`src/rtl/qdt_map.svh`:
```
`ifndef QDT_MAP_SVH
`define QDT_MAP_SVH

// register indices; byte address is four times the index
`define QDT_IDX_CTRL        8'h31
`define QDT_IDX_KP_RAW      8'h32
`define QDT_IDX_KI_RAW      8'h33
`define QDT_IDX_DIV         8'h34
`define QDT_IDX_THR         8'h35
`define QDT_IDX_STATUS      8'h36

// reset values
`define QDT_RST_ZERO        8'h00
`define QDT_RST_THR         8'hff

// field positions
`define QDT_EN_BIT          0
`define QDT_GAIN_MSB        6
`define QDT_KP_SEL_LSB      0
`define QDT_KI_SEL_LSB      4
`define QDT_SEL_W           3
`define QDT_STAT_QUIET_BIT  0
`define QDT_STAT_FALL_BIT   1

// divider select codes
`define QDT_SEL_DIV32       3'h0
`define QDT_SEL_DIV64       3'h1
`define QDT_SEL_DIV128      3'h2
`define QDT_SEL_DIV256      3'h3
`define QDT_SEL_DIV512      3'h4
`define QDT_SEL_DIV16       3'h5
`define QDT_SEL_NONE        3'h6

// right shifts that each divider select code applies
`define QDT_SHIFT_DIV32     4'h5
`define QDT_SHIFT_DIV64     4'h6
`define QDT_SHIFT_DIV128    4'h7
`define QDT_SHIFT_DIV256    4'h8
`define QDT_SHIFT_DIV512    4'h9
`define QDT_SHIFT_DIV16     4'h4
`define QDT_SHIFT_NONE      4'h0

// fractional bits of the scaled gains, enough for the largest divider
`define QDT_FRAC_W          9
// exit threshold scale in hertz per count
`define QDT_HZ_PER_COUNT    2

`endif

```
`src/rtl/qdt_pkg.sv`:
```
`include "qdt_map.svh"

package qdt_pkg;

    // regulation mode seen by the decay logic
    typedef enum logic [1:0] {
        QDT_MODE_OFF,
        QDT_MODE_QUIET,
        QDT_MODE_FALLBACK
    } qdt_mode_t;

    // divider select code to right shift; codes 110 and 111 pass the raw gain
    function automatic logic [3:0] qdt_div_shift(input logic [2:0] code);
        case (code)
            `QDT_SEL_DIV32:  return `QDT_SHIFT_DIV32;
            `QDT_SEL_DIV64:  return `QDT_SHIFT_DIV64;
            `QDT_SEL_DIV128: return `QDT_SHIFT_DIV128;
            `QDT_SEL_DIV256: return `QDT_SHIFT_DIV256;
            `QDT_SEL_DIV512: return `QDT_SHIFT_DIV512;
            `QDT_SEL_DIV16:  return `QDT_SHIFT_DIV16;
            default:         return `QDT_SHIFT_NONE;
        endcase
    endfunction

endpackage

```
`src/rtl/qdt_regs.sv`:
```
// The Wishbone register port was chosen for this implementation.
`timescale 1ns/10ps
`include "qdt_map.svh"

// Function
// (RULE1) integral divider field selects listed divide factors
// (RULE2) proportional divider field selects listed divide factors
// (RULE3) leave quiet decay at programmed exit frequency
// (RULE4) compare against coil current waveform frequency
// (RULE5) exit threshold resets to all ones
// (RULE6) software never writes zero exit threshold
// (RULE7) enable bit switches quiet decay, resets off
// (RULE8) raw integral gain seven bits, resets zero
// (RULE9) codes 111 behave like 110, undivided
module qdt_regs #(
    parameter int ADR_W  = 10,  // wishbone byte address width
    parameter int FREQ_W = 10   // coil waveform frequency width, hertz
) (
    input  wire logic                  core_clk,         // core clock, 100 MHz
    input  wire logic                  reset_n,          // async reset, active low
    input  wire logic                  wb_cyc_i,         // wishbone cycle
    input  wire logic                  wb_stb_i,         // wishbone strobe
    input  wire logic                  wb_we_i,          // wishbone write enable
    input  wire logic [ADR_W-1:0]      wb_adr_i,         // wishbone byte address
    input  wire logic [3:0]            wb_sel_i,         // wishbone byte selects
    input  wire logic [31:0]           wb_dat_i,         // wishbone write data
    output logic      [31:0]           wb_dat_o,         // wishbone read data
    output logic                       wb_ack_o,         // wishbone acknowledge
    input  wire logic [FREQ_W-1:0]     coil_wave_freq,   // sine current frequency, Hz
    output logic                       quiet_enable,     // quiet decay enabled
    output logic                       quiet_active,     // quiet decay regulating
    output logic                       fallback_active,  // fallback decay selected
    output logic      [15:0]           prop_gain_eff,    // scaled proportional gain
    output logic      [15:0]           integ_gain_eff    // scaled integral gain
);

    localparam int IDX_W = ADR_W - 2;  // word index width

    // the map needs index 0x36 and the threshold in hertz needs nine bits
    initial begin
        if (ADR_W < 10 || FREQ_W < 9) begin
            $error("qdt_regs: ADR_W below 10 or FREQ_W below 9");
        end
    end

    // word index compare, used by both read and write decode
    function automatic logic idx_hit(input logic [IDX_W-1:0] idx, input logic [7:0] target);
        return idx == IDX_W'(target);
    endfunction

    logic [7:0]        ctrl_reg;      // enable and quiet decay control byte
    logic [7:0]        kp_raw_reg;    // raw proportional gain byte
    logic [7:0]        ki_raw_reg;    // raw integral gain byte
    logic [7:0]        div_reg;       // gain divider selects
    logic [7:0]        thr_reg;       // exit threshold, 2 Hz per count
    logic              ack_reg;       // acknowledge flop
    logic [31:0]       rdata_reg;     // read data flop
    logic [31:0]       rdata_next;    // read data mux
    logic [IDX_W-1:0]  idx;           // addressed word
    logic              req_new;       // fresh request this cycle
    logic              wr_en;         // write to low byte lane
    logic [FREQ_W-1:0] thr_hz;        // threshold in hertz
    logic              at_exit;       // waveform at or above threshold
    qdt_pkg::qdt_mode_t mode_reg;     // current regulation mode
    qdt_pkg::qdt_mode_t mode_next;    // next regulation mode

    assign idx     = wb_adr_i[ADR_W-1:2];
    assign req_new = wb_cyc_i && wb_stb_i && !ack_reg;
    assign wr_en   = req_new && wb_we_i && wb_sel_i[0];

    // acknowledge one cycle after the request, dropped the cycle after
    always_ff @(posedge core_clk or negedge reset_n) begin
        if (!reset_n) begin
            ack_reg <= 1'b0;
        end else begin
            ack_reg <= req_new;
        end
    end

    // control byte, enable bit in bit 0
    always_ff @(posedge core_clk or negedge reset_n) begin
        if (!reset_n) begin
            ctrl_reg <= `QDT_RST_ZERO; // [RULE7]
        end else if (wr_en && idx_hit(idx, `QDT_IDX_CTRL)) begin
            ctrl_reg <= wb_dat_i[7:0];
        end
    end

    // raw gain bytes, only the low seven bits feed the scalers
    always_ff @(posedge core_clk or negedge reset_n) begin
        if (!reset_n) begin
            kp_raw_reg <= `QDT_RST_ZERO;
            ki_raw_reg <= `QDT_RST_ZERO; // [RULE8]
        end else if (wr_en && idx_hit(idx, `QDT_IDX_KP_RAW)) begin
            kp_raw_reg <= wb_dat_i[7:0];
        end else if (wr_en && idx_hit(idx, `QDT_IDX_KI_RAW)) begin
            ki_raw_reg <= wb_dat_i[7:0];
        end
    end

    // divider selects, reserved bits kept as written
    always_ff @(posedge core_clk or negedge reset_n) begin
        if (!reset_n) begin
            div_reg <= `QDT_RST_ZERO;
        end else if (wr_en && idx_hit(idx, `QDT_IDX_DIV)) begin
            div_reg <= wb_dat_i[7:0];
        end
    end

    // exit threshold; a zero here would force fallback at all speeds
    always_ff @(posedge core_clk or negedge reset_n) begin
        if (!reset_n) begin
            thr_reg <= `QDT_RST_THR; // [RULE5]
        end else if (wr_en && idx_hit(idx, `QDT_IDX_THR)) begin
            thr_reg <= wb_dat_i[7:0]; // [RULE6]
        end
    end

    // read mux, unmapped words read as zero
    always_comb begin
        rdata_next = '0;
        if (idx_hit(idx, `QDT_IDX_CTRL)) begin
            rdata_next[7:0] = ctrl_reg;
        end else if (idx_hit(idx, `QDT_IDX_KP_RAW)) begin
            rdata_next[7:0] = kp_raw_reg;
        end else if (idx_hit(idx, `QDT_IDX_KI_RAW)) begin
            rdata_next[7:0] = ki_raw_reg;
        end else if (idx_hit(idx, `QDT_IDX_DIV)) begin
            rdata_next[7:0] = div_reg;
        end else if (idx_hit(idx, `QDT_IDX_THR)) begin
            rdata_next[7:0] = thr_reg;
        end else if (idx_hit(idx, `QDT_IDX_STATUS)) begin
            rdata_next[`QDT_STAT_QUIET_BIT] = quiet_active;
            rdata_next[`QDT_STAT_FALL_BIT]  = fallback_active;
        end
    end

    // read data captured with the acknowledge
    always_ff @(posedge core_clk or negedge reset_n) begin
        if (!reset_n) begin
            rdata_reg <= '0;
        end else if (req_new && !wb_we_i) begin
            rdata_reg <= rdata_next;
        end
    end

    assign wb_dat_o = rdata_reg;
    assign wb_ack_o = ack_reg;

    // threshold in hertz against the sine current frequency
    assign thr_hz  = FREQ_W'(thr_reg) * FREQ_W'(`QDT_HZ_PER_COUNT); // [RULE3]
    assign at_exit = coil_wave_freq >= thr_hz; // [RULE4]

    // mode selection from enable and waveform frequency
    always_comb begin
        mode_next = mode_reg;
        case (mode_reg)
            qdt_pkg::QDT_MODE_OFF: begin
                if (ctrl_reg[`QDT_EN_BIT]) begin
                    mode_next = at_exit ? qdt_pkg::QDT_MODE_FALLBACK : qdt_pkg::QDT_MODE_QUIET;
                end
            end
            qdt_pkg::QDT_MODE_QUIET: begin
                if (!ctrl_reg[`QDT_EN_BIT]) begin
                    mode_next = qdt_pkg::QDT_MODE_OFF; // [RULE7]
                end else if (at_exit) begin
                    mode_next = qdt_pkg::QDT_MODE_FALLBACK; // [RULE3]
                end
            end
            qdt_pkg::QDT_MODE_FALLBACK: begin
                if (!ctrl_reg[`QDT_EN_BIT]) begin
                    mode_next = qdt_pkg::QDT_MODE_OFF; // [RULE7]
                end else if (!at_exit) begin
                    mode_next = qdt_pkg::QDT_MODE_QUIET; // [RULE4]
                end
            end
            default: begin
                mode_next = qdt_pkg::QDT_MODE_OFF;
            end
        endcase
    end

    // mode state flop
    always_ff @(posedge core_clk or negedge reset_n) begin
        if (!reset_n) begin
            mode_reg <= qdt_pkg::QDT_MODE_OFF;
        end else begin
            mode_reg <= mode_next;
        end
    end

    assign quiet_enable    = ctrl_reg[`QDT_EN_BIT];
    assign quiet_active    = mode_reg == qdt_pkg::QDT_MODE_QUIET;
    assign fallback_active = mode_reg == qdt_pkg::QDT_MODE_FALLBACK;

    // proportional gain scaler
    qdt_gain_scale #(
        .RAW_W  (7),
        .FRAC_W (`QDT_FRAC_W)
    ) u_prop_scale (
        .core_clk (core_clk),
        .reset_n  (reset_n),
        .raw_i    (kp_raw_reg[`QDT_GAIN_MSB:0]),
        .sel_i    (div_reg[`QDT_KP_SEL_LSB +: `QDT_SEL_W]),
        .gain_o   (prop_gain_eff)
    );

    // integral gain scaler
    qdt_gain_scale #(
        .RAW_W  (7),
        .FRAC_W (`QDT_FRAC_W)
    ) u_integ_scale (
        .core_clk (core_clk),
        .reset_n  (reset_n),
        .raw_i    (ki_raw_reg[`QDT_GAIN_MSB:0]),
        .sel_i    (div_reg[`QDT_KI_SEL_LSB +: `QDT_SEL_W]),
        .gain_o   (integ_gain_eff)
    );

    // expected gains for checking, by an explicit divide table
    logic [15:0] exp_kp;  // expected scaled proportional gain
    logic [15:0] exp_ki;  // expected scaled integral gain

    function automatic logic [15:0] ref_gain(input logic [6:0] raw, input logic [2:0] code);
        logic [15:0] full;
        full = {raw, 9'h000};
        case (code)
            3'h0:    return full / 16'h0020;
            3'h1:    return full / 16'h0040;
            3'h2:    return full / 16'h0080;
            3'h3:    return full / 16'h0100;
            3'h4:    return full / 16'h0200;
            3'h5:    return full / 16'h0010;
            default: return full;
        endcase
    endfunction

    assign exp_kp = ref_gain(kp_raw_reg[6:0], div_reg[2:0]);
    assign exp_ki = ref_gain(ki_raw_reg[6:0], div_reg[6:4]);
endmodule

```
`src/rtl/qdt_gain_scale.sv`:
```
`timescale 1ns/10ps
`include "qdt_map.svh"

module qdt_gain_scale #(
    parameter int RAW_W  = 7,
    parameter int FRAC_W = `QDT_FRAC_W
) (
    input  wire logic                    core_clk,  // core clock
    input  wire logic                    reset_n,   // async reset, active low
    input  wire logic [RAW_W-1:0]        raw_i,     // raw gain
    input  wire logic [`QDT_SEL_W-1:0]   sel_i,     // divider select code
    output logic      [RAW_W+FRAC_W-1:0] gain_o     // scaled gain, fixed point
);

    // the largest divider must not lose bits below the fraction
    initial begin
        if (FRAC_W < `QDT_FRAC_W || RAW_W < 1) begin
            $error("qdt_gain_scale: FRAC_W too small or RAW_W empty");
        end
    end

    logic [RAW_W+FRAC_W-1:0] scaled;  // raw gain placed over the fraction, then shifted

    // divide by a power of two as a right shift
    always_comb begin
        scaled = {raw_i, {FRAC_W{1'b0}}} >> qdt_pkg::qdt_div_shift(sel_i); // [RULE1] [RULE2] [RULE9]
    end

    // registered so the regulator sees a stable gain
    always_ff @(posedge core_clk or negedge reset_n) begin
        if (!reset_n) begin
            gain_o <= '0;
        end else begin
            gain_o <= scaled;
        end
    end
endmodule

```
`config.mk`:
```
export PLATFORM = sky130hd
export DESIGN_NAME = qdt_regs
export DESIGN_NICKNAME = d
export VERILOG_FILES = /design/src/rtl/qdt_pkg.sv /design/src/rtl/qdt_regs.sv /design/src/rtl/qdt_gain_scale.sv
export VERILOG_INCLUDE_DIRS = /design/src /design/src/rtl
export SDC_FILE = /design/constraint.sdc
export NUM_CORES = 1
export LEC_CHECK = 0
export BUFFER_PORTS_ARGS = -buffer_cell sky130_fd_sc_hd__buf_4
export CAP_MARGIN = 20
export CORE_ASPECT_RATIO = 0.6
export CORE_MARGIN = 1.5
export CORE_UTILIZATION = 28
export CTS_BUF_LIST = sky130_fd_sc_hd__clkbuf_2
export DETAILED_ROUTE_END_ITERATION = 7
export HOLD_SLACK_MARGIN = 0.06
export PLACE_DENSITY_LB_ADDON = 0.1
export RECOVER_POWER = 100
export SYNTH_ARGS = -nofsm -noshare
export SYNTH_HDL_FRONTEND = slang
export SYNTH_SLANG_ARGS = --single-unit
```
`constraint.sdc`:
```
create_clock -name core_clk -period 3.43 [get_ports core_clk]
set_clock_uncertainty 0.05 [all_clocks]
set_input_delay 0.1715 -clock core_clk [delete_from_list [all_inputs] [get_ports core_clk]]
set_output_delay 0.1715 -clock core_clk [all_outputs]
set_load 0.05 [all_outputs]
```
### Yosys cells after proc, flatten, opt, wreduce, memory -nomap -nowiden

Cells that the tools add are included.

| storage, ports and cells | value |
|---|---|
| register bits after elaboration | 83 |
| logic and storage cells | 68 |
| output and inout bits | 68 |
| input bits | 61 |

| cells by class | value |
|---|---|
| reductions and logical operators | 17 |
| multiplexer cells | 16 |
| equal/unequal tests | 21 |
| shifts and indexed selects | 2 |
| magnitude comparators | 1 |
| bitwise gates (word level) | 1 |

Operator list:

| cell | count |
|---|---|
| $eq A8 B6 Y1 const B | 6 |
| $pmux W4 S6 | 2 |
| $mux W8 | 4 |
| $shr A16 B4 Y16 | 2 |
| $mux W2 | 8 |
| $eq A3 B2 Y1 const B | 4 |
| $eq A3 B3 Y1 const B | 4 |
| $ge A10 B9 Y1 | 1 |
| $logic_and A1 B1 Y1 | 10 |
| $eq A3 B1 Y1 const B | 2 |
| $logic_not A3 Y1 | 2 |
| $mux W6 | 1 |
| $pmux W2 S3 | 1 |
| $ne A3 B2 Y1 const B | 1 |
| $ne A3 B3 Y1 const B | 1 |
| $reduce_and A3 Y1 | 1 |
| $eq A2 B1 Y1 const B | 1 |
| $eq A2 B2 Y1 const B | 1 |
| $logic_not A1 Y1 | 2 |
| $logic_not A2 Y1 | 1 |
| $ne A2 B2 Y1 const B | 1 |
| $reduce_and A2 Y1 | 1 |
| $not A1 Y1 | 1 |

### Longest topological paths before layout

Gate-level depths: netlist of run 1.

| logic depth | value |
|---|---|
| depth after elaboration | 7 |
| gate-level depth with buffers | 6 |
| depth with buffers taken out | 6 |

### By module

Synthesis of run 1 repeated with hierarchy kept, for this count alone.

| second synthesis, totals | value |
|---|---|
| cells, all modules | 389 |
| area total of the unflattened synthesis | 4473.0 sq um |

By module, submodules not included:

| module | sequential area each (sq um) | cells an instance | instances | area each (sq um) |
|---|---|---|---|---|
| qdt_regs | 1286.2 | 225 | 1 | 2771.4 |
| qdt_gain_scale | 400.4 | 82 | 2 | 850.8 |

### Least setup slack after synthesis of run 1

No wires, ideal clock.

| path | value |
|---|---|
| path kind | register -> register |
| from | register ack_reg, in the netlist wb_ack_o |
| to | register kp_raw_reg[0] |
| period minus slack after synthesis | 2.097 ns |
| setup slack | 1.333 ns |
| required time | 3.255 ns |
| library setup time | 0.125 ns |
| cell stages (with the launch flop) | 6 |
| buffers on the path | 1 |
| arrival time | 1.922 ns |
| cells stage by stage | dfrtp_1 -> and3b_2 -> nand3_2 -> or4b_1 -> buf_6 -> mux2_4 |

| on the way | value |
|---|---|
| word-level cells in the longest chain between the ends | 5 |

Ends and longest elaborated chain:

| element | RTL line | text |
|---|---|---|
| start, declared | qdt_regs.sv:56 | `logic ack_reg;` |
| start signal, assigned | qdt_regs.sv:76 | `ack_reg <= req_new;` |
| $logic_not A1 Y1 | qdt_regs.sv:68 | `assign req_new = wb_cyc_i && wb_stb_i && !ack_reg;` |
| $logic_and A1 B1 Y1 | qdt_regs.sv:68 |  |
| named net req_new | qdt_regs.sv:60 | `logic req_new;` |
| $logic_and A1 B1 Y1 (2 in a row) | qdt_regs.sv:69 | `assign wr_en = req_new && wb_we_i && wb_sel_i[0];` |
| $logic_and A1 B1 Y1 | qdt_regs.sv:94 | `` end else if (wr_en && idx_hit(idx, `QDT_IDX_KP_RAW)) begin `` |
| end signal, assigned | qdt_regs.sv:92 | `` kp_raw_reg <= `QDT_RST_ZERO; `` |
| end signal, assigned | qdt_regs.sv:95 | `kp_raw_reg <= wb_dat_i[7:0];` |
| end, declared | qdt_regs.sv:52 | `logic [7:0] kp_raw_reg;` |

The timed path passes the listed nets, and every way through them passes these cells.
A chain may end at the register's enable or synchronous reset.

### Final worst setup path of run 1

| path | value |
|---|---|
| from | register thr_reg[7] |
| to | register mode_reg[0] |

| on the way | value |
|---|---|
| word-level cells in the longest chain between the ends | 4 |
| elaborated cells between the ends (all ways) | 7 |
| classes of those cells | order compare (1); eq/ne (2); mux (3); reduce/logical (1) |

Ends and longest elaborated chain:

| element | RTL line | text |
|---|---|---|
| start, declared | qdt_regs.sv:55 | `logic [7:0] thr_reg;` |
| start signal, assigned | qdt_regs.sv:113 | `` thr_reg <= `QDT_RST_THR; `` |
| start signal, assigned | qdt_regs.sv:115 | `thr_reg <= wb_dat_i[7:0];` |
| $ge A10 B9 Y1 (*) | qdt_regs.sv:152 | `assign at_exit = coil_wave_freq >= thr_hz;` |
| $mux W2 | qdt_regs.sv:160 | `mode_next = at_exit ? qdt_pkg::QDT_MODE_FALLBACK : qdt_pkg::QDT_MODE_QUIET;` |
| $mux W2 | qdt_regs.sv:159 | `` if (ctrl_reg[`QDT_EN_BIT]) begin `` |
| $pmux W2 S3 | qdt_regs.sv:157 | `case (mode_reg)` |
| end signal, assigned | qdt_regs.sv:186 | `mode_reg <= qdt_pkg::QDT_MODE_OFF;` |
| end signal, assigned | qdt_regs.sv:188 | `mode_reg <= mode_next;` |
| end, declared | qdt_regs.sv:64 | `qdt_pkg::qdt_mode_t mode_reg;` |

Mark *: on every way between the ends. The rest lies on a longest branch, timed or not. The select of a mux whose other input is x is not followed.

==> metrics.md, run 1 <==
| Metric | Value |
|---|---|
| Final Wtd Congestion | 0.778 |
| Fill count | 1659 |
| Largest net degree at the start of global routing | 84 |
| Hold Fails Final Rpt | 0 |
| Die width | 166 µm |
| Max incr delay on CP | 0.69 ns |
| Psw | 493 µW |
| H-Tree Depth | 3 |
| Worst Setup SP | thr_reg[7]$_DFFE_PN1P_ |
| Met2 GRT Util | 19.7% |
| Critical Path, Cell by Cell | inv_1 -> ha_1 -> nor2_1 -> dlygate4sd3_1 -> nand3b_1 -> dlygate4sd3_1 -> o21ai_0 -> dlygate4sd3_1 |
| Combinational power share | 11.2% |
| Placed inst area | 5100 µm² |
| Num CTS Buffers | 9 |
| Cell Count, Final, Fillers Out | 723 |
| Met1 GRT Util | 25.3% |
| CP Capture Type | flip-flop |
| Starting density of the core | 28.9% |
| Core area | 15500 µm² |
| Synth async-reset ratio | 100% |
| CTS clock-pin slew for the worst setup and hold paths | 0.22 ns |
| Static Leakage | 2.41 nW |
| Clock power share | 37.4% |
| Port Buffer Count | 75 |
| Antenna cells | 0 |
| DR DRC count | 10 |
| Detailed Place HPWL | 8.99 mm |
| Sink Count | 83 |
| Most frequent cells in the layout | dfrtp_1 (75), clkbuf_1 (46), nand2_1 (41) |
| Top FF cell, synth | dfrtp_1 |
| P_int | 1.45 mW |
| Worst endpoint data arrival time | 3.55 ns |
| Reg-to-reg startpoint | thr_reg[7]$_DFFE_PN1P_ |
| Peak VDD IR | 148 µV |
| Sequential share of the synthesized area | 46.5% |
| Failing checks | design-rule violations, max-capacitance violations, max-slew violations |
| Vias | 3504 |
| Critical R2R Capture | mode_reg[0]$_DFFE_PN0P_ |
| Post-DR wirelength/cell | 17.7 µm |
| Fin Setup TNS | 0 ns |
| Maxcap violations | 1 |
| Worst hold margin | 0.109 ns |
| Power, Total | 1.94 mW |
| Mean post-synth cell area | 10.4 µm² |
| Pins Over Slew Limit | 9 |
| RSZ-0062 raised after global routing | false |
| Busiest layer in global routing | met1 |
| Dpl ws | 1.17 ns |
| Drt via density | 4.85 |
| HP Class | input port to flip-flop |
| DR iter-0 viols | 204 |
| Pwr/cell area | 364 nW/µm² |
| EDFF count, synth | 0 |
| Fmax | 0.323 GHz |
| Tightest Pin Transition | 1.57 ns |
| Most common cell after layout, fill and taps aside | dfrtp_1 |
| DIE HEIGHT | 101 µm |
| Share of cells above drive strength 1 | 17.9% |
| Sw frac | 25.4% |
| Clock Latency Late Sink | 0.54 ns |
| Layout area overhead | 18.9% |
| Met3 Usage GRT | 3.57% |
| R2R depth | 8 |
| Kind of critical path | flip-flop to flip-flop |
| Yosys reg bits | 83 |
| Post-cts gate resize count | 0 |
| Required @ worst endpoint | 3.88 ns |
| Initial antenna violation count | 0 |
| Ports | 129 |
| WHS Path Cells | 4 |
| Post-synth cell types | 60 |
| Initial DRT Pass Iterations | 7 |
| Multi-input logic area | 2100 µm² |
| Slew headroom | -5.74% |
| Worst setup path endpoint | mode_reg[0]$_DFFE_PN0P_ |
| Fin crit period | 3.10 ns |
| Post-DRT Antenna Nets | 0 |
| First-pass GRT wire length | 19.8 mm |
| Die area | 16800 µm² |
| Worst Path Max Fanout | 3 |
| Max Buffers Root-to-Sink | 2 |
| Vias in the first global route | 3344 |
| Final setup viols | 0 |
| Setup ws final | 0.329 ns |
| GRT overflow | 0 |
| CTS tree | built |
| Layout Utilization | 34.4% |
| Worst setup SP type | flip-flop |
| Synth Cell Area | 4480 µm² |
| Synth warn | 0 |
| Dpl cells | 682 |
| Top Registers | u_integ_scale.gain_o x16, u_prop_scale.gain_o x16 |
| Reg area | 2090 µm² |
| Top cell by count, worst path | dlygate4sd3_1 |
| Cells after Synth | 431 |
| Fin area | 5330 µm² |
| Aggregate global-route resource usage | 15.7% |
| Layout Nets | 584 |
| Status | finished with violations |
| R2R Setup Slk | 0.33 ns |
| Sequential power share | 51.4% |
| Row count | 35 |
| Slowest CP cell | dfstp_1 |
| Routed WL | 12.8 mm |
| Clk root buf | clkbuf_2 |
| Final Cycle Share | 90.4% |
cells in the mapped netlist, types with 3 or more instances:
library cell  instances  area (µm²)
a21oi_1              19        95.1
a22o_1                5        43.8
a22oi_1               3        22.5
a2bb2oi_1             4        35.0
a31oi_1               4        25.0
and3_1                8        50.1
buf_1                 3        11.3
buf_2                 5        25.0
buf_4                24         180
clkbuf_1             18        67.6
dfrtp_1              75        1880
dfstp_2               8         210
ha_1                  8         100
inv_1                13        48.8
mux2_2               35         394
mux2_4                8         120
mux2i_1              16         160
nand2_1              41         154
nand2b_1             12        75.1
nand3_1               5        25.0
nand3b_1              3        22.5
nor2_1               22        82.6
nor2b_1              12        75.1
o211ai_1              5        37.5
o21ai_0              23         115
o221ai_1              4        35.0
o22ai_1               5        31.3
power by group through the flow:
stage | Combinational (mW) | Clock [mW] | Sequential (mW)
2_1_floorplan | 0.133 | 0 | 1.02
3_3_place_gp | 0.198 | 0 | 1.01
3_5_place_dp | 0.199 | 0 | 1.01
4_1_cts | 0.217 | 0.756 | 0.998
5_1_grt | 0.234 | 0.795 | 1.00
6_report | 0.217 | 0.725 | 0.998
critical path, delay by kind of cell (launching register included):
kind,cells,cell delay [ns]
AND/OR/NAND/NOR,2,0.20
adder cells (fa/ha/maj),1,0.18
flip-flops,1,0.69
AO/OA/AOI/OAI,1,0.14
buffers and inverters,4,1.80
worst min-delay path by stage:
| stage | endpoint | start | slack [ns] |
|---|---|---|---|
| CTS | wb_dat_o[7]$_DFFE_PN0P_ | wb_adr_i[2] | 0.06 |
| finish | wb_dat_o[6]$_DFFE_PN0P_ | wb_adr_i[3] | 0.11 |
| detailed placement | kp_raw_reg[2]$_DFFE_PN0P_ | wb_dat_i[2] | 0.40 |
| floorplan | ctrl_reg[0]$_DFFE_PN0P_ | reset_n | -0.17 |
| global placement | u_prop_scale.gain_o[2]$_DFF_PN0_ | reset_n | 0.39 |
| global route | wb_dat_o[7]$_DFFE_PN0P_ | wb_adr_i[2] | 0.06 |
cells by family (layout without fill, tap and decap cells):
family | Yosys count | after routing | share of synthesized area (%)
AND/OR/NAND/NOR | 123 | 123 | 14.5
AO/OA/AOI/OAI | 92 | 92 | 13.4
flip-flops | 83 | 83 | 46.5
buffers and inverters | 64 | 130 | 7.67
multiplexers | 60 | 60 | 15.5
adder cells (fa/ha/maj) | 8 | 8 | 2.23
other | 1 | 24 | 0.0836
area by class of cell:
| cell class | instances | share of cell area (%) |
|---|---|---|
| Clock buffer | 11 | 1.03 |
| Clock inverter | 5 | 2.35 |
| Inverter | 13 | 0.915 |
| Multi-Input combinational cell | 307 | 39.3 |
| Sequential cell | 83 | 39.1 |
| Tap cell | 203 | 4.76 |
| Timing Repair Buffer | 101 | 12.5 |
metal layers:
layer	vias to the layer above	part of all wire, %
met3	13	7.1
met2	130	36
met4	0	1.3
li1	1656	-
met1	1705	55
met5	-	0
timing repair:
action                    in CTS  in global routing
setup buffers                  0                  0
hold endpoints to repair     126                 13
hold buffers                  23                  1
(Power assumes the default switching activity.)
==> inputs of run 2 (changes only) <==
- CORE_ASPECT_RATIO: 0.6 -> not set
==> run 2 against run 1 <==
Compared with the run above: the run ends with max-capacitance violations, max-slew violations left; die area decreased by 0.15%; first-iteration DRC count increased by 23%; core utilization decreased by 1.0 points; register-to-register slack improved by 0.12 ns; combinational power decreased by 2%; critical endpoint unchanged; largest power group unchanged.
==> metrics.md, run 2 (synthesis gave the netlist of run 1 again) <==
| Metric | Value |
|---|---|
| Status | finished with violations |
| Failing checks | max-capacitance violations, max-slew violations |
| Maxcap violations | 2 |
| Hold Startpoint | wb_adr_i[2] |
| CTS clock-pin slew for the worst setup and hold paths | 0.24 ns |
| CP Capture Type | flip-flop |
| Worst setup SP type | flip-flop |
| Max Buffers Root-to-Sink | 2 |
| Peak VDD IR | 110 µV |
| Kind of critical path | flip-flop to flip-flop |
| Fin Setup TNS | 0 ns |
| Final Wtd Congestion | 0.743 |
| Critical R2R Capture | mode_reg[0]$_DFFE_PN0P_ |
| Ports | 129 |
| Worst Path Max Fanout | 3 |
| Most frequent cells in the layout | dfrtp_1 (75), clkbuf_1 (47), nand2_1 (41) |
| Post-DRT Antenna Nets | 0 |
| Post-CTS Repair Setup Buffers | 0 |
| Top Registers | u_integ_scale.gain_o x16, u_prop_scale.gain_o x16 |
| WP buf/inv | 4 |
| DR DRC count | 0 |
| Slowest CP cell | dfstp_1 |
| Routed WL | 12.3 mm |
| Clock Latency Late Sink | 0.58 ns |
| H-Tree Depth | 3 |
| Aggregate global-route resource usage | 15.5% |
| Core area | 15800 µm² |
| Starting density of the core | 28.4% |
| Initial DRT Pass Iterations | 4 |
| Met3 Usage GRT | 3.30% |
| Post-DR wirelength/cell | 16.7 µm |
| Layout Nets | 588 |
| Placed inst area | 5120 µm² |
| Largest net degree at the start of global routing | 60 |
| Worst endpoint data arrival time | 3.44 ns |
| RSZ-0062 raised after global routing | false |
| Max incr delay on CP | 0.61 ns |
| Final Cycle Share | 86.8% |
| CTS tree | built |
| Pins Over Slew Limit | 69 |
| Drt via density | 4.74 |
| GRT overflow | 0 |
| DIE HEIGHT | 130 µm |
| Met2 GRT Util | 24.9% |
| Die area | 16800 µm² |
| Initial antenna violation count | 1 |
| Worst hold margin | 0.142 ns |
| Vias | 3513 |
| Slew headroom | -3.95% |
| Tightest Pin Transition | 1.56 ns |
| Detailed Place HPWL | 8.27 mm |
| Die width | 130 µm |
| DR iter-0 viols | 250 |
| Fin area | 5260 µm² |
| Reg-to-reg startpoint | thr_reg[7]$_DFFE_PN1P_ |
| Fin crit period | 2.98 ns |
| Vias in the first global route | 3582 |
| First-pass GRT wire length | 19.5 mm |
| Required @ worst endpoint | 3.90 ns |
| Clk root buf | clkbuf_2 |
| Num CTS Buffers | 9 |
| Port Buffer Count | 75 |
| Delay-heaviest family, CP | buffers and inverters |
| R2R Setup Slk | 0.45 ns |
| Sink Count | 83 |
| Busiest layer in global routing | met2 |
| Hold Path End | wb_dat_o[6]$_DFFE_PN0P_ |
| R2R depth | 8 |
| Layout area overhead | 17.3% |
| Top cell by count, worst path | dlygate4sd3_1 |
| HP Class | input port to flip-flop |
| Row count | 46 |
| Met1 GRT Util | 20.4% |
| Static Leakage | 2.37 nW |
| Critical Path, Cell by Cell | inv_1 -> ha_1 -> nor2_1 -> dlygate4sd3_1 -> nand3b_1 -> dlygate4sd3_1 -> o21ai_0 -> dlygate4sd3_1 |
| Fmax | 0.336 GHz |
| Pwr/cell area | 313 nW/µm² |
| Hold Fails Final Rpt | 0 |
| Layout Utilization | 33.4% |
| Final setup viols | 0 |
| Most common cell after layout, fill and taps aside | dfrtp_1 |
| Share of cells above drive strength 1 | 17.2% |
| WHS Path Cells | 5 |
run 2: changes by cell type in the layout (fill, tap and decap cells not counted):
cell           change
bufinv_16          -4
dlygate4sd3_1      +4
clkbuf_2           +2
clkinv_1           +2
buf_16             -1
buf_4              -1
clkbuf_1           +1
clkinv_2           +1
diode_2            +1
run 2: layout make-up:
class / count / area [µm²]
diodes: 1 / 2.50
clock buffers: 12 / 60.1
fillers: 1689 / 10500
multi-input cells: 307 / 2100
repair buffers: 105 / 679
flip-flops and latches: 83 / 2090
clock inverters: 4 / 17.5
well taps: 216 / 270
inverters: 13 / 48.8
run 2: how the worst max path moves through the flow:
stage | start | end | slack (ns) | depth (start not counted)
final | thr_reg[7]$_DFFE_PN1P_ | mode_reg[0]$_DFFE_PN0P_ | 0.45 | 8
after global routing | thr_reg[7]$_DFFE_PN1P_ | mode_reg[0]$_DFFE_PN0P_ | 0.27 | 8
after CTS | thr_reg[7]$_DFFE_PN1P_ | mode_reg[0]$_DFFE_PN0P_ | 0.52 | 8
after detailed placement | wb_adr_i[3] | thr_reg[0]$_DFFE_PN1P_ | 1.12 | 5
after global placement | wb_adr_i[3] | thr_reg[1]$_DFFE_PN1P_ | 1.12 | 5
after floorplan | wb_ack_o$_DFF_PN0_ | kp_raw_reg[0]$_DFFE_PN0P_ | 1.33 | 5
run 2: per-layer routing:
metal	share of wire [%]	up-vias	wire, µm
met5	0	-	0
met4	1.5	0	183
met3	5.3	13	659
met2	47	108	5850
met1	46	1724	5650
li1	-	1668	-
run 2: where the power goes:
group	internal, mW	switching [mW]	leakage, nW
clock network	0.0977	0.341	0.0608
logic	0.0650	0.147	1.18
registers	0.988	0.00924	1.13
run 2: metrics by stage:
stage	setup slack, ns	power, mW	instances
floorplan	1.33	1.15	454
global placement	1.12	1.21	696
detailed placement	1.12	1.21	696
CTS	0.522	1.69	740
global route	0.269	1.74	741
finish	0.454	1.65	741
run 2: worst reg2reg max path, stage by stage, from the launching register on:
cell           delay (ns)
dfstp_1              0.61
inv_1                0.07
ha_1                 0.18
nor2_1               0.08
dlygate4sd3_1        0.60
nand3b_1             0.08
dlygate4sd3_1        0.56
o21ai_0              0.14
dlygate4sd3_1        0.57
run 2: what timing repair did:
action,CTS,global route
hold endpoints to repair,106,0
hold buffers,28,0
gates resized for setup,0,0
